**src/include/fbm_pkg.sv**
```systemverilog
// shared types and constants of the flash boot mode select and map block
// assumes a 32-bit physical address space and an apb slave port with 32-bit data
package fbm_pkg;

    // address space
    localparam int ADDR_W = 32;
    localparam int DATA_W = 32;

    // flash array: 16 blocks of 32 KB
    localparam logic [ADDR_W-1:0] FLASH_SIZE = 32'h0008_0000;
    localparam int BLOCK_LSB = 15;
    localparam int BLOCK_MSB = 18;
    localparam int BLOCK_W = BLOCK_MSB - BLOCK_LSB + 1;
    localparam int OFFSET_W = BLOCK_LSB;
    localparam int BANK_BIT = 1;

    // region bases per mode
    localparam logic [ADDR_W-1:0] FLASH_BASE_MAIN = 32'h1fc0_0000;
    localparam logic [ADDR_W-1:0] FLASH_BASE_SHADOW = 32'h4000_0000;
    localparam logic [ADDR_W-1:0] FLASH_BASE_WRITER = 32'h0000_0000;
    localparam logic [ADDR_W-1:0] BOOTROM_FIRST = 32'h1fc0_0000;
    localparam logic [ADDR_W-1:0] BOOTROM_LAST = 32'h1fc0_17ff;
    localparam logic [ADDR_W-1:0] RAM_FIRST = 32'hffff_8000;
    localparam logic [ADDR_W-1:0] RAM_LAST = 32'hffff_cfff;
    localparam logic [ADDR_W-1:0] PERIPH_FIRST = 32'hffff_e000;

    // register offsets (byte addresses)
    localparam logic [11:0] REG_STATUS = 12'h000;
    localparam logic [11:0] REG_REUSE = 12'h004;
    localparam logic [11:0] REG_PROBE_ADDR = 12'h008;
    localparam logic [11:0] REG_PROBE_RESULT = 12'h00c;

    // status word fields
    localparam int STAT_MODE_LSB = 0;
    localparam int STAT_CAPTURED_BIT = 5;
    localparam int STAT_RUN_BIT = 6;
    localparam int STAT_ROM_BIT = 7;
    localparam int STAT_INTERLEAVE_STRAP_BIT = 8;

    // pin reuse word fields
    localparam int REUSE_BOOT_BIT = 0;
    localparam int REUSE_INTERLEAVE_STRAP_BIT = 1;
    localparam int REUSE_W = 2;
    localparam logic [REUSE_W-1:0] REUSE_RESET = 2'h0;

    // probe result word fields
    localparam int RES_REGION_LSB = 0;
    localparam int RES_BLOCK_LSB = 5;
    localparam int RES_BANK_BIT = 9;
    localparam int RES_OFFSET_LSB = 16;

    localparam logic [DATA_W-1:0] WORD_ZERO = 32'h0000_0000;

    typedef enum logic [4:0] {
        MODE_NONE   = 5'h01,
        MODE_INTERLEAVE_STRAP  = 5'h02,
        MODE_ONECLK = 5'h04,
        MODE_SBOOT  = 5'h08,
        MODE_WRITER = 5'h10
    } fbm_mode_type;

    typedef enum logic [4:0] {
        REGION_NONE    = 5'h01,
        REGION_FLASH   = 5'h02,
        REGION_BOOTROM = 5'h04,
        REGION_RAM     = 5'h08,
        REGION_PERIPH  = 5'h10
    } fbm_region_type;

    typedef enum logic [1:0] {
        FETCH_IDLE = 2'h1,
        FETCH_WAIT = 2'h2
    } fbm_fetch_type;

    localparam int STRAP_W = 4;

    typedef struct packed {
        logic width_strap_lo;
        logic width_strap_hi;
        logic boot_strap_n;
        logic interleave_strap;
    } fbm_strap_type;

    typedef struct packed {
        fbm_region_type region;
        logic [BLOCK_W-1:0] block;
        logic [OFFSET_W-1:0] offset;
        logic bank;
    } fbm_decode_type;

endpackage

```
**src/logic/fbm_strap_sync.sv**
```systemverilog
// two-flop synchroniser for the strap pins
// assumes pins come straight from the board; stages are not reset so they track during reset
module fbm_strap_sync
    import fbm_pkg::*;
#(
    parameter int WIDTH = STRAP_W
) (
    // clock
    input wire logic pclk,
    // pins
    input wire logic [WIDTH-1:0] raw,
    // synchronised levels
    output logic [WIDTH-1:0] synced
);

    if (WIDTH < 1) begin : g_bad_width
        $error("fbm_strap_sync width must be at least one");
    end

    typedef struct packed {
        logic [WIDTH-1:0] stage1;
        logic [WIDTH-1:0] stage2;
    } fbm_sync_state_type;

    fbm_sync_state_type st;
    fbm_sync_state_type next_st;

    // no reset here: the straps must be seen while reset is still low
    always_comb begin
        next_st.stage1 = raw;
        next_st.stage2 = st.stage1;
    end

    always_ff @(posedge pclk) begin
        st <= next_st;
    end

    assign synced = st.stage2;

endmodule // fbm_strap_sync

```
**src/logic/fbm_addr_decode.sv**
```systemverilog
// address decoder for the flash, boot rom, ram and peripheral regions; writer mode maps flash only, none maps nothing
// assumes a stable mode input; purely combinational
module fbm_addr_decode
    import fbm_pkg::*;
(
    // lookup
    input wire logic [ADDR_W-1:0] addr,
    input wire fbm_mode_type mode,
    // result
    output fbm_decode_type result
);

    logic [ADDR_W-1:0] off_main;
    logic [ADDR_W-1:0] off_shadow;
    logic [ADDR_W-1:0] off_writer;
    logic hit_main;
    logic hit_shadow;
    logic hit_writer;
    logic hit_rom;

    assign off_main = addr - FLASH_BASE_MAIN;
    assign off_shadow = addr - FLASH_BASE_SHADOW;
    assign off_writer = addr - FLASH_BASE_WRITER;
    assign hit_main = off_main < FLASH_SIZE;
    assign hit_shadow = off_shadow < FLASH_SIZE;
    assign hit_writer = off_writer < FLASH_SIZE;
    assign hit_rom = (addr >= BOOTROM_FIRST) && (addr <= BOOTROM_LAST);

    always_comb begin
        result.region = REGION_NONE;
        result.block = '0;
        result.offset = '0;
        result.bank = 1'b0;
        case (mode)
            MODE_INTERLEAVE_STRAP, MODE_ONECLK: begin
                if (hit_main) begin
                    result.region = REGION_FLASH;
                    result.block = off_main[BLOCK_MSB:BLOCK_LSB];
                    result.offset = off_main[OFFSET_W-1:0];
                end else if (hit_shadow) begin
                    result.region = REGION_FLASH;
                    result.block = off_shadow[BLOCK_MSB:BLOCK_LSB];
                    result.offset = off_shadow[OFFSET_W-1:0];
                end
            end
            MODE_SBOOT: begin
                // the rom takes the first 6 KB of the main flash window and the rest of it is unmapped; flash stays reachable at the shadow base
                if (hit_rom) begin
                    result.region = REGION_BOOTROM;
                    result.offset = off_main[OFFSET_W-1:0];
                end else if (hit_shadow) begin
                    result.region = REGION_FLASH;
                    result.block = off_shadow[BLOCK_MSB:BLOCK_LSB];
                    result.offset = off_shadow[OFFSET_W-1:0];
                end
            end
            MODE_WRITER: begin
                if (hit_writer) begin
                    result.region = REGION_FLASH;
                    result.block = off_writer[BLOCK_MSB:BLOCK_LSB];
                    result.offset = off_writer[OFFSET_W-1:0];
                end
            end
            default: begin
                result.region = REGION_NONE;
            end
        endcase
        if (mode == MODE_INTERLEAVE_STRAP || mode == MODE_ONECLK || mode == MODE_SBOOT) begin
            if (addr >= RAM_FIRST && addr <= RAM_LAST) begin
                result.region = REGION_RAM;
            end else if (addr >= PERIPH_FIRST) begin
                result.region = REGION_PERIPH;
            end
        end
        if (mode == MODE_INTERLEAVE_STRAP && result.region == REGION_FLASH) begin
            result.bank = addr[BANK_BIT];
        end
    end

endmodule // fbm_addr_decode

```
**src/logic/fbm_top.sv**
```systemverilog
// reset-time mode selection and memory map of the on-chip flash, with an apb status port
// assumes straps come from board pins, presetn is the chip reset, fetch port is on pclk
module fbm_top
    import fbm_pkg::*;
#(
    parameter int APB_ADDR_W = 12
) (
    // clock and reset
    input wire logic pclk,
    input wire logic presetn,
    // strap pins
    input wire fbm_strap_type strap_pins,
    // apb slave
    input wire logic psel,
    input wire logic penable,
    input wire logic pwrite,
    input wire logic [APB_ADDR_W-1:0] paddr,
    input wire logic [DATA_W-1:0] pwdata,
    output logic pready,
    output logic [DATA_W-1:0] prdata,
    output logic pslverr,
    // fetch port
    input wire logic acc_valid,
    input wire logic [ADDR_W-1:0] acc_addr,
    input wire logic acc_branch,
    output logic acc_ready,
    output fbm_decode_type acc_result,
    // mode outputs
    output fbm_mode_type mode,
    output logic cpu_run,
    output logic interleave_en,
    output logic boot_from_rom,
    output logic boot_strap_pin_reuse,
    output logic interleave_strap_pin_reuse
);

    if (APB_ADDR_W < 4 || APB_ADDR_W > ADDR_W) begin : g_bad_addr_w
        $error("fbm_top apb address width must be 4 to 32");
    end

    typedef struct packed {
        logic captured;
        fbm_mode_type mode;
        logic cpu_run;
        logic [REUSE_W-1:0] reuse;
        logic [ADDR_W-1:0] probe_addr;
        logic [DATA_W-1:0] prdata;
        logic pslverr;
        fbm_fetch_type fetch;
        logic last_bank;
        logic have_last;
        fbm_decode_type acc_result;
    } fbm_top_state_type;

    localparam fbm_top_state_type ST_RESET = '{
        captured: 1'b0,
        mode: MODE_NONE,
        cpu_run: 1'b0,
        reuse: REUSE_RESET,
        probe_addr: WORD_ZERO,
        prdata: WORD_ZERO,
        pslverr: 1'b0,
        fetch: FETCH_IDLE,
        last_bank: 1'b0,
        have_last: 1'b0,
        acc_result: '{region: REGION_NONE, block: '0, offset: '0, bank: 1'b0}
    };

    fbm_top_state_type st;
    fbm_top_state_type next_st;

    logic [STRAP_W-1:0] sync_vec;
    fbm_strap_type straps;
    fbm_mode_type live_mode;
    fbm_mode_type mode_eff;
    fbm_decode_type acc_dec;
    fbm_decode_type probe_dec;
    logic [DATA_W-1:0] status_word;
    logic [DATA_W-1:0] result_word;
    logic acc_enable;
    logic slow;

    fbm_strap_sync #(
        .WIDTH(STRAP_W)
    ) u_sync (
        .pclk(pclk),
        .raw(strap_pins),
        .synced(sync_vec)
    );

    assign straps = fbm_strap_type'(sync_vec);

    always_comb begin
        if (straps.width_strap_lo && straps.width_strap_hi) begin
            if (!straps.boot_strap_n) begin
                live_mode = MODE_SBOOT;
            end else if (straps.interleave_strap) begin
                live_mode = MODE_INTERLEAVE_STRAP;
            end else begin
                live_mode = MODE_ONECLK;
            end
        end else if (!straps.width_strap_lo && straps.width_strap_hi) begin
            live_mode = MODE_WRITER;
        end else begin
            live_mode = MODE_NONE;
        end
    end

    // writer mode lives while reset is held, so the map follows the straps until capture
    assign mode_eff = st.captured ? st.mode : live_mode;

    fbm_addr_decode u_acc_dec (
        .addr(acc_addr),
        .mode(mode_eff),
        .result(acc_dec)
    );

    fbm_addr_decode u_probe_dec (
        .addr(st.probe_addr),
        .mode(mode_eff),
        .result(probe_dec)
    );

    always_comb begin
        status_word = WORD_ZERO;
        status_word[STAT_MODE_LSB +: 5] = st.mode;
        status_word[STAT_CAPTURED_BIT] = st.captured;
        status_word[STAT_RUN_BIT] = st.cpu_run;
        status_word[STAT_ROM_BIT] = boot_from_rom;
        status_word[STAT_INTERLEAVE_STRAP_BIT] = interleave_en;
        result_word = WORD_ZERO;
        result_word[RES_REGION_LSB +: 5] = probe_dec.region;
        result_word[RES_BLOCK_LSB +: BLOCK_W] = probe_dec.block;
        result_word[RES_BANK_BIT] = probe_dec.bank;
        result_word[RES_OFFSET_LSB +: OFFSET_W] = probe_dec.offset;
    end

    assign acc_enable = st.captured && (st.mode != MODE_NONE);
    // same bank again, a branch or no history costs the second clock
    assign slow = (st.mode == MODE_INTERLEAVE_STRAP) && (acc_dec.region == REGION_FLASH)
        && (acc_branch || !st.have_last || (acc_dec.bank == st.last_bank));
    assign acc_ready = acc_valid && acc_enable && ((st.fetch == FETCH_WAIT) || !slow);

    always_comb begin
        next_st = st;
        next_st.captured = 1'b1;
        if (!st.captured) begin
            next_st.mode = live_mode;
        end
        // writer mode keeps the processor stopped
        next_st.cpu_run = st.captured && (st.mode != MODE_WRITER) && (st.mode != MODE_NONE);

        // apb: read data and error are prepared in the setup cycle
        if (psel && !penable) begin
            next_st.prdata = WORD_ZERO;
            next_st.pslverr = 1'b0;
            if (paddr == APB_ADDR_W'(REG_STATUS)) begin
                next_st.prdata = status_word;
                next_st.pslverr = pwrite;
            end else if (paddr == APB_ADDR_W'(REG_REUSE)) begin
                next_st.prdata[REUSE_W-1:0] = st.reuse;
            end else if (paddr == APB_ADDR_W'(REG_PROBE_ADDR)) begin
                next_st.prdata = st.probe_addr;
            end else if (paddr == APB_ADDR_W'(REG_PROBE_RESULT)) begin
                next_st.prdata = result_word;
                next_st.pslverr = pwrite;
            end else begin
                next_st.pslverr = 1'b1;
            end
        end
        // writes land only at the access edge
        if (psel && penable && pwrite) begin
            if (paddr == APB_ADDR_W'(REG_REUSE)) begin
                next_st.reuse = pwdata[REUSE_W-1:0] & {REUSE_W{st.captured}};
            end else if (paddr == APB_ADDR_W'(REG_PROBE_ADDR)) begin
                next_st.probe_addr = pwdata;
            end
        end

        case (st.fetch)
            FETCH_IDLE: begin
                if (acc_valid && acc_enable && slow) begin
                    next_st.fetch = FETCH_WAIT;
                end
            end
            FETCH_WAIT: begin
                if (acc_ready) begin
                    next_st.fetch = FETCH_IDLE;
                end
            end
            default: begin
                next_st.fetch = FETCH_IDLE;
            end
        endcase
        if (acc_ready) begin
            next_st.acc_result = acc_dec;
            if (acc_dec.region == REGION_FLASH) begin
                next_st.last_bank = acc_dec.bank;
                next_st.have_last = 1'b1;
            end
        end
    end

    always_ff @(posedge pclk or negedge presetn) begin
        if (!presetn) begin
            st <= ST_RESET;
        end else begin
            st <= next_st;
        end
    end

    assign pready = psel && penable;
    assign prdata = st.prdata;
    assign pslverr = st.pslverr;
    assign acc_result = st.acc_result;
    assign mode = mode_eff;
    assign cpu_run = st.cpu_run;
    // interleave choice from the captured mode
    assign interleave_en = st.captured && (st.mode == MODE_INTERLEAVE_STRAP);
    assign boot_from_rom = st.captured && (st.mode == MODE_SBOOT);
    assign boot_strap_pin_reuse = st.reuse[REUSE_BOOT_BIT];
    assign interleave_strap_pin_reuse = st.reuse[REUSE_INTERLEAVE_STRAP_BIT];
endmodule // fbm_top

```
**config.mk**
```make
export PLATFORM = sky130hd
export DESIGN_NAME = fbm_top
export DESIGN_NICKNAME = d
export VERILOG_FILES = /design/src/include/fbm_pkg.sv /design/src/logic/fbm_strap_sync.sv /design/src/logic/fbm_addr_decode.sv /design/src/logic/fbm_top.sv
export SDC_FILE = /design/constraint.sdc
export NUM_CORES = 1
export LEC_CHECK = 0
export BUFFER_PORTS_ARGS = -buffer_cell sky130_fd_sc_hd__buf_2
export CORE_MARGIN = 2
export CORE_UTILIZATION = 35
export CTS_CLUSTER_DIAMETER = 60
export DETAILED_ROUTE_END_ITERATION = 16
export PLACE_DENSITY = 0.63
export SETUP_SLACK_MARGIN = 0.15
export SLEW_MARGIN = 25
export SYNTH_ARGS = -nofsm -noshare
export SYNTH_HDL_FRONTEND = slang
export SYNTH_SLANG_ARGS = --single-unit
```
**constraint.sdc**
```tcl
create_clock -name pclk -period 2.6 [get_ports pclk]
set_input_delay 0.52 -clock pclk [delete_from_list [all_inputs] [get_ports pclk]]
set_output_delay 0.52 -clock pclk [all_outputs]
set_load 0.1 [all_outputs]
```
==> Word level (Yosys, flattened, before mapping) <==
Cells that the tools add are included.
{ "op_classes": {"n_addsub": 4, "n_lt_le_gt_ge": 16, "eq_ne": 18, "n_mux": 40, "n_bitwise": 2, "n_reduce_logical": 36} }
{ "ops": {"columns": ["cell", "n"], "rows": [
  ["$lt 32x20->1 const B", 6],
  ["$ge 32x32->1 const B", 4],
  ["$mux 21", 6],
  ["$pmux 19 s3", 2],
  ["$ge 32x29->1 const B", 2],
  ["$le 32x29->1 const B", 2],
  ["$le 32x32->1 const B", 2],
  ["$sub 32x29->32 const B", 2],
  ["$sub 32x31->32 const B", 2],
  ["$mux 5", 9],
  ["$mux 33", 1],
  ["$mux 32", 1],
  ["$mux 31", 1],
  ["$mux 15", 2],
  ["$mux 30", 1],
  ["$eq 12x4->1 const B", 2],
  ["$logic_and 1x1->1", 21],
  ["$eq 5x2->1 const B", 4],
  ["$pmux 3 s3", 2],
  ["$eq 12x3->1 const B", 1],
  ["$logic_not 12->1", 1],
  ["$mux 4", 3],
  ["$eq 5x4->1 const B", 2],
  ["$mux 3", 3],
  ["other kinds (18)", 34]
]} }
{ "word_totals": {"reg_bits": 111, "in_bits": 87, "output_inout_bits": 70, "word_cells": 132} }

==> Logic depth before layout (Yosys ltp) <==
Gate-level depths: netlist (run 1).
{ "logic_depth": {"depth_word": 22, "mapped_depth": 10, "ltp_nobuf": 6} }

==> Hierarchy <==
Synthesis (run 1) repeated with hierarchy kept, for this count alone.
{ "hier_totals": {"hier_cells": 588, "hier_area_um2": 6189.7} }
{ "modules_own_cells": {"columns": ["mod", "n_inst", "cells_per_inst", "area_per_inst_um2", "seq_area_each_um2"], "rows": [
  ["fbm_top", 1, 406, 4908.5, 2581.2],
  ["fbm_addr_decode", 2, 87, 560.5, 0.0],
  ["fbm_strap_sync", 1, 8, 160.2, 160.2]
]} }

==> Worst setup path before layout (run 1) <==
No wires, ideal clock.
{ "synth_path": {"path_kind": "reg-to-reg", "start": "register st[97] (netlist name)", "end": "register st (netlist bit prdata[7])", "setup_time_ps": 78, "arrival_time_ps": 4714, "required_time_ps": 2522, "path_slack_ps": -2192, "stages_incl_launch_ff": 8, "n_path_buf": 2, "synth_period_minus_slack_ps": 4792, "cell_sequence": "dfstp_2 -> buf_6 -> or3b_1 -> buf_6 -> nor4b_1 -> a22oi_1 -> nand2_1 -> o2bb2ai_1"} }
{ "synth_between": {"word_cells_on_any_way": 13, "cone_classes": "5 x eq/ne; 6 x mux; 2 x reduce/logical"} }
{ "synth_rtl": {"columns": ["element", "line", "rtl"], "rows": [
  ["start: declaration", "fbm_top.sv:69", "fbm_top_state_type st;"],
  ["start signal: assignment", "fbm_top.sv:208", "st <= next_st;"],
  ["$eq 5x4->1", "fbm_top.sv:220", "assign boot_from_rom = st.captured && (st.mode == MODE_SBOOT);"],
  ["$logic_and 1x1->1", "fbm_top.sv:220", null],
  ["net boot_from_rom", "fbm_top.sv:32", "output logic boot_from_rom,"],
  ["$mux 33", "fbm_top.sv:157", "if (paddr == APB_ADDR_W'(REG_STATUS)) begin"]
]} }
The timed path passes the listed nets, and every way through them passes these cells.
A chain may end at the register's enable or synchronous reset.

==> Worst setup path in the final report (run 1) <==
{ "layout_path": {"start": "register st[102] (netlist name)", "end": "output acc_ready"} }
{ "layout_between": {"elab_chain_cells": 16, "word_cells_on_any_way": 24, "cone_classes": "6 x eq/ne; 6 x mux; 12 x reduce/logical"} }
{ "layout_lines": {"columns": ["element", "line", "rtl"], "rows": [
  ["$mux 5", null, null],
  ["$eq 5x3->1 / $eq 5x2->1 (equally long branches)", "fbm_addr_decode.sv:34, fbm_addr_decode.sv:68, fbm_addr_decode.sv:75", null],
  ["$reduce_or 2->1", "fbm_addr_decode.sv:34", "case (mode)"],
  ["$pmux 3 s3", "fbm_addr_decode.sv:34", null],
  ["$mux 5", "fbm_addr_decode.sv:71", "end else if (addr >= PERIPH_FIRST) begin"],
  ["$mux 5", "fbm_addr_decode.sv:69", "if (addr >= RAM_FIRST && addr <= RAM_LAST) begin"],
  ["$mux 5", "fbm_addr_decode.sv:68", "if (mode == MODE_INTERLEAVE_STRAP || mode == MODE_ONECLK || mode == MODE_SBOOT) begin"],
  ["$eq 5x2->1", "fbm_addr_decode.sv:75, fbm_top.sv:140", null],
  ["$logic_and 1x1->1", "fbm_addr_decode.sv:75", "if (mode == MODE_INTERLEAVE_STRAP && result.region == REGION_FLASH) begin"],
  ["$mux 1", "fbm_addr_decode.sv:75", null],
  ["$eq 1x1->1", "fbm_top.sv:141", "&& (acc_branch || !st.have_last || (acc_dec.bank == st.last_bank));"],
  ["$logic_or 1x1->1", "fbm_top.sv:141", null],
  ["$logic_and 1x1->1", "fbm_top.sv:141", null],
  ["$logic_not 1->1", "fbm_top.sv:142", "assign acc_ready = acc_valid && acc_enable && ((st.fetch == FETCH_WAIT) || !slow);"],
  ["$logic_or 1x1->1", "fbm_top.sv:142", null],
  ["$logic_and 1x1->1 (*)", "fbm_top.sv:142", null],
  ["end: declaration", "fbm_top.sv:26", "output logic acc_ready,"]
]} }
Mark *: on every way between the ends. The rest lies on a longest branch, timed or not.

==> impl_metrics.csv, run 1 <==
group,metric,value,unit
cells_and_area,final_nets,777,
cts,cts_hold_buf,0,
synthesis,yosysUniqueCellTypes,72,
drt,drc,0,
power_and_ir_drop,p_leak,0.00374,uW
synthesis,ys_warn_count,0,
power_and_ir_drop,power.density,519,nW/um^2
grt,grt_usage,18.4,%
synthesis,async_flop_share,92.8,%
synthesis,synthCells,563,
sta,min_period,2.76,ns
grt,grt_overflow_total,0,
cells_and_area,stdcell_count,914,
cts,path_clk_slew,0.07,ns
drt,dr_total_vias,4837,
synthesis,synth_seq_area_share,45.9,%
floorplan,start_util,35.9,%
sta,timing.final.crit_share,106,%
sta,setup_viol,1,
drt,wl_per_cell,18.2,um
floorplan,dieArea,18100,sq um
cells_and_area,multi_input_area,2600,sq um
cts,cts_tree,"done",
sta,rsz0062_at_grt,"yes",
sta,holdWs,0.156,ns
cells_and_area,layout-drive-gt1-share,40.5,%
synthesis,synthFlopType,"dfrtp_1",
drt,dr.pass1.iters,5,
power_and_ir_drop,peakVddDrop,0.000325,V
placed_design,routabilityCongestion,0.846,
worst_setup_path,end_kind,"output pin",
floorplan,core_area,16600,sq um
sta,fin_ws,-0.161,ns
placed_design,hpwl,12.7,mm
worst_setup_path,worstSetupPathType,"flop to output pin",
cts,cts.sinks,111,
sta,fmax,362,MHz
sta,finClkSkew,0.0117,ns
sta,maxSlewViolCount,0,
placed_design,placement.io_buffers,156,
synthesis,syn_nets,650,
cts,clk_latency,0.36,ns
drt,drt_iter0_drc,342,
cts,cts_buffer_depth,2,
sta,worstMarginPinSlew,0.778,ns
worst_setup_path,cp.arrival,2.24,ns
worst_setup_path,startpoint_type,"flop",
floorplan,num_io_pins,157,
floorplan,die_x,135,um
grt,grt_pass1_vias,4911,
hold_path,min_path_type,"input port to async pin",
grt,antenna_found_initial,0,
grt,grt_max_degree,43,
cts,numCtsBuffers,9,
cells_and_area,antenna_cells,0,
worst_setup_path,worstPathMaxFanout,18,
placed_design,place_inst,895,
outcome,outcome,"finished with violations",
floorplan,placementRows,47,
outcome,violations,"negative setup slack",
synthesis,ys_ff_latch,111,
sta,max_slew_margin,48.2,%
drt,drtAntennaViolNets,0,
placed_design,place_ws,-0.193,ns
drt,drt_wl_total,16.6,mm
grt,grt_pass1_wl,25.9,mm
cells_and_area,nFillCells,1611,
worst_setup_path,crit_required,2.08,ns
cells_and_area,seqCellArea,2740,sq um
sta,hold_viol_final,0,
cells_and_area,area_delta_synth_final,21.4,%
synthesis,syn_area_per_cell,10.6,sq um
synthesis,synth_area,5970,sq um
run,maxCapViolations,0,
sta,fin_setup_tns,-0.161,ns
synthesis,synth_edf_count,0,
drt,viasPerCell,5.29,
cts,ctsRootBufferMaster,"clkbuf_16",
cts,htree_levels,3,
floorplan,dieHeight,135,um
## cell type report
cell class | instances | area share (%)
tap | 220 | 3.80
clock buffer | 10 | 3.30
clock inverter | 5 | 0.777
multi-input combinational | 343 | 35.9
sequential | 111 | 37.8
inverter | 20 | 1.04
timing repair buffer | 205 | 17.4
## worst paths after layout
path | from | to | slack (ns) | cells after the start
max | st[102]$_DFF_PN0_ | acc_ready | -0.16 | 7
max in group asynchronous | presetn | prdata[21]$_DFFE_PN0P_ | 1.73 | 2
max reg2reg | st[102]$_DFF_PN0_ | acc_result[5]$_DFFE_PN0P_ | 0.10 | 8
min in group pclk | strap_pins[1] | u_sync.next_st[1]$_DFF_P_ | 0.27 | 1
min reg2reg | u_sync.next_st[1]$_DFF_P_ | u_sync.synced[1]$_DFF_P_ | 0.33 | 0
min | presetn | prdata[24]$_DFFE_PN0P_ | 0.16 | 1
## state kept, by name, summed over array words and instances (netlist names), 4 cells and up
| register | cells |
|---|---|
| st | 42 |
| prdata | 32 |
| acc_result | 25 |
| u_sync.next_st | 4 |
| u_sync.synced | 4 |
## power by group
part | internal (uW) | switching, uW
Sequential | 1760 | 22.9
Combinational | 179 | 408
Clock | 769 | 624
## per-layer routing
layer	up-vias	share of wire, %	GRT usage, %
li1	2222	-	-
met1	2433	43	24.4
met2	167	50	30.8
met3	15	5.5	2.78
met4	0	1.5	6.20
met5	-	0	0
## worst max-delay path: stages, from the launching register on
cell and delay, ns:
dfrtp_1 0.41, buf_12 0.17, nand3b_1 0.25, o22ai_1 0.31, mux2i_1 0.22, nor2_1 0.09
o21a_2 0.26, buf_12 0.17
## stage by stage
stage                     utilization, %  cell area (sq um)  power (uW)
after floorplan                        -               6000        2200
after global placement              41.3               6870        2370
after detailed placement            41.3               6870        2390
after CTS                           43.3               7210        3800
after global routing                43.6               7250        3910
final                               43.6               7250        3760
## layout by cell type, fill, tap and decap left out, drive strengths merged, types with 2 or more instances in the layout
cell,netlist,final
nor2b,3,3
o22ai,11,11
clkinv,0,3
nor4bb,2,2
or2,4,4
dfrtp,100,100
or3b,2,2
o21ai,19,19
nor2,21,21
or4,4,4
a22oi,2,2
nand3b,5,5
nand4,13,13
and3,5,5
dfstp,3,3
o22a,2,2
o221ai,4,4
and2,5,5
a211oi,4,4
nand3,23,23
dfxtp,8,8
a21o,17,17
nand2b,6,6
a31oi,3,3
a21oi,13,13
nor3,8,8
o2bb2ai,2,2
nor4,11,11
inv,20,21
mux2i,5,5
o211a,2,2
a221oi,3,3
nor3b,17,17
mux2,50,50
a22o,16,16
buf,75,205
nand2,36,36
xnor2,4,4
o21a,5,5
clkbuf,14,10
## cell families (layout without fill, tap and decap cells)
group | after synthesis | in the layout | share of synthesized area (%)
DFF | 111 | 111 | 45.9
AOI/OAI and AO/OA | 112 | 112 | 14.2
buffers and inverters | 109 | 240 | 11.6
xor gates and xnor gates | 4 | 4 | 0.586
and+or+nand+nor | 171 | 171 | 16.6
muxes | 55 | 55 | 11.0
other | 1 | 1 | 0.0628
## synth_stat cells (3+ instances only)
library cell,n,area share (%)
mux2_1,18,3.4
mux2_4,12,3.0
nor3b_1,16,2.0
nor2b_1,3,0.31
a21o_1,17,2.1
dfrtp_1,100,42
buf_6,6,1.1
o221ai_1,4,0.59
nor3_1,8,0.67
inv_1,20,1.3
or2_2,3,0.31
nand4_1,13,1.4
clkbuf_1,14,0.88
buf_4,63,7.9
dfxtp_1,8,2.7
a21oi_1,12,1.0
buf_1,4,0.25
nand2_1,36,2.3
nor4_1,9,0.94
nand2b_1,6,0.63
and3_1,5,0.52
nor2_1,21,1.3
a31oi_1,3,0.31
nand3_1,22,1.8
a211oi_1,3,0.38
dfstp_2,3,1.3
o22ai_1,10,1.0
a221oi_1,3,0.44
o21ai_0,16,1.3
a22o_1,16,2.3
and2_1,4,0.42
o21a_1,5,0.63
mux2_2,20,3.8
xnor2_1,4,0.59
nand3b_1,5,0.63
mux2i_1,5,0.84
## timing repair
action | in CTS | in global routing
setup endpoints to repair | 21 | 38
pin swaps | 4 | 5
gates cloned | 0 | 0
resized for setup | 7 | 6
setup buffers | 3 | 1
hold endpoints to repair | 0 | 0
Power figures use the tool's default switching activity.
==> inputs of run 2 (changes only) <==
--- a/config.mk
+++ b/config.mk
@@ -5,12 +5,12 @@
 export SDC_FILE = /design/constraint.sdc
 export NUM_CORES = 1
 export LEC_CHECK = 0
-export BUFFER_PORTS_ARGS = -buffer_cell sky130_fd_sc_hd__buf_2
 export CORE_MARGIN = 2
 export CORE_UTILIZATION = 35
 export CTS_CLUSTER_DIAMETER = 60
 export DETAILED_ROUTE_END_ITERATION = 16
-export PLACE_DENSITY = 0.63
+export DONT_BUFFER_PORTS = 1
+export PLACE_DENSITY = 0.55
 export SETUP_SLACK_MARGIN = 0.15
 export SLEW_MARGIN = 25
 export SYNTH_ARGS = -nofsm -noshare
==> run 2 against run 1 <==
Largest cell class unchanged. Total power is 0.27% higher. The flow finishes with violations (negative hold slack, negative setup slack). Combinational power is 29% lower. Clock-buffer cell count is 1 higher. Clock skew is 0.0031 ns lower. Cell area is 5.9% lower. Sequential cell count stayed put. Non-clock buffer count is 123 lower. Sequential power is 3% higher. Utilization is 2.6 points lower. Routed wire length is 2.4% lower. Global-route usage is 0.24 points lower.
==> impl_metrics.csv, run 2 (synthesized netlist as in run 1, its figures left out) <==
group,metric,value,unit
outcome,outcome,"finished with violations",
outcome,violations,"negative hold slack, negative setup slack",
cts,htree_levels,3,
drt,dr.pass1.iters,5,
sta,min_period,2.74,ns
power_and_ir_drop,peakVddDrop,0.000289,V
power_and_ir_drop,power.density,553,nW/um^2
cells_and_area,final_common_cell,"dfrtp_1",
drt,drc,0,
grt,grt_pass1_wl,25.2,mm
drt,wl_per_cell,20.5,um
drt,drt_wl_total,16.2,mm
cells_and_area,final_nets,654,
power_and_ir_drop,p_sw,1000,uW
cts,numCtsBuffers,9,
drt,drt_iter0_drc,396,
sta,max_slew_margin,34.9,%
grt,grt_max_degree,104,
hold_path,min_path_type,"input port to async pin",
cells_and_area,mostFrequentLayoutCells,"dfrtp_1, buf_4, nand2_1",
worst_setup_path,end_kind,"output pin",
power_and_ir_drop,seq_power_share,48.8,%
floorplan,die_x,135,um
power_and_ir_drop,internal-power,2770,uW
sta,finClkSkew,0.00862,ns
drt,dr_total_vias,4368,
cts,path_clk_slew,0.07,ns
floorplan,core_area,16600,sq um
floorplan,num_io_pins,157,
cts,cts.sinks,111,
cells_and_area,largest-register,"st",
floorplan,placementRows,47,
worst_setup_path,crit_chain,"or3b_4, o32ai_4, nand3_1, o2111a_1, o21a_4, buf_12",
sta,fin_setup_tns,-0.142,ns
worst_setup_path,crit_slowest_cell,"or3b_4",
grt,grt_pass1_vias,4475,
cts,cts_tree,"done",
run,maxCapViolations,0,
sta,holdWs,-0.142,ns
sta,fmax,365,MHz
cts,ctsRootBufferMaster,"clkbuf_16",
cells_and_area,largest_reg_flops,42,
power_and_ir_drop,pwr-share-comb,11.0,%
power_and_ir_drop,clockPowerShare,40.1,%
cells_and_area,utilization,41.0,%
drt,drtAntennaViolNets,0,
sta,maxSlewViolCount,0,
sta,hold_viol_final,100,
placed_design,placement.io_buffers,0,
worst_setup_path,startpoint_type,"flop",
floorplan,start_util,35.9,%
floorplan,dieArea,18100,sq um
sta,setup_viol,1,
worst_setup_path,worstSetupPathType,"flop to output pin",
worst_setup_path,cpPeakStageDelay,0.45,ns
cells_and_area,area_delta_synth_final,14.2,%
cells_and_area,layout-drive-gt1-share,30.2,%
grt,grt_usage,18.1,%
cells_and_area,antenna_cells,0,
worst_setup_path,cp.arrival,2.22,ns
sta,rsz0062_at_grt,"yes",
floorplan,dieHeight,135,um
sta,worstMarginPinSlew,0.976,ns
worst_setup_path,worstPathMaxFanout,4,
placed_design,hpwl,11.9,mm
sta,timing.final.crit_share,105,%
worst_setup_path,crit_required,2.08,ns
placed_design,routabilityCongestion,0.912,
grt,antenna_found_initial,0,
cts,cts_buffer_depth,2,
power_and_ir_drop,swShare,26.6,%
power_and_ir_drop,p_leak,0.00324,uW
cts,clk_latency,0.36,ns
drt,viasPerCell,5.52,
grt,grt_overflow_total,0,
sta,fin_ws,-0.142,ns
-- run 2: timing repair --
action	4_1_cts	5_1_grt
resized for setup	7	19
hold endpoints to repair	100	100
buffers inserted	11	8
setup endpoints to repair	16	36
cloned	0	1
pin swaps	7	8
-- run 2: power by group through the flow --
stage | registers [uW] | clock network [uW] | logic (uW)
after floorplan | 1830 | 0 | 366
after global placement | 1870 | 0 | 378
after detailed placement | 1880 | 0 | 383
after CTS | 1840 | 1560 | 400
after global routing | 1850 | 1620 | 439
final | 1840 | 1510 | 417
-- run 2: area by class of cell --
class                           count  area, sq um
Clock buffer                       11          243
Tap cell                          220          275
Timing Repair Buffer               82          727
Fill cell                        1627         9820
Sequential cell                   111         2740
Clock inverter                      5         81.3
Multi-Input combinational cell    343         2680
Inverter                           20         75.1
-- run 2: worst paths after layout --
| kind | from | endpoint | slack, ns | cells after the start |
|---|---|---|---|---|
| max in group asynchronous | presetn | acc_result[20]$_DFFE_PN1P_ | 2.48 | 0 |
| setup reg to reg | st[91]$_DFFE_PN0P_ | prdata[27]$_DFFE_PN0P_ | 0.17 | 8 |
| min in group pclk | strap_pins[3] | u_sync.next_st[3]$_DFF_P_ | 0.19 | 0 |
| hold / removal | presetn | st[70]$_DFFE_PN0P_ | -0.14 | 0 |
| setup / recovery | st[102]$_DFF_PN0_ | acc_ready | -0.14 | 6 |
| hold reg to reg | u_sync.next_st[2]$_DFF_P_ | u_sync.synced[2]$_DFF_P_ | 0.33 | 0 |
-- run 2: routing by layer --
layer	track usage (%)	wire length [um]
met1	24.3	7010
met4	8.25	518
met3	4.95	1230
met5	0	0
met2	27.4	7480
-- run 2: critical path, delay by kind of cell (launching register included) --
family / cells / cell delay [ns]
AO/OA/AOI/OAI: 3 / 0.73
flip-flops: 1 / 0.38
buffers and inverters: 1 / 0.17
AND/OR/NAND/NOR: 2 / 0.58
-- run 2: metrics by stage --
| step | cells | hold WS (ns) | setup WS, ns | cell area, sq um | total power, uW |
|---|---|---|---|---|---|
| 6_report | 792 | -0.142 | -0.142 | 6820 | 3770 |
| 5_1_grt | 792 | -0.167 | -0.211 | 6820 | 3910 |
| 4_1_cts | 783 | -0.165 | -0.143 | 6650 | 3800 |
| 3_5_place_dp | 756 | 0.227 | -0.0821 | 6210 | 2260 |
| 3_3_place_gp | 756 | 0.228 | -0.00538 | 6210 | 2250 |
| 2_1_floorplan | 563 | 0.224 | -0.0248 | 6000 | 2200 |
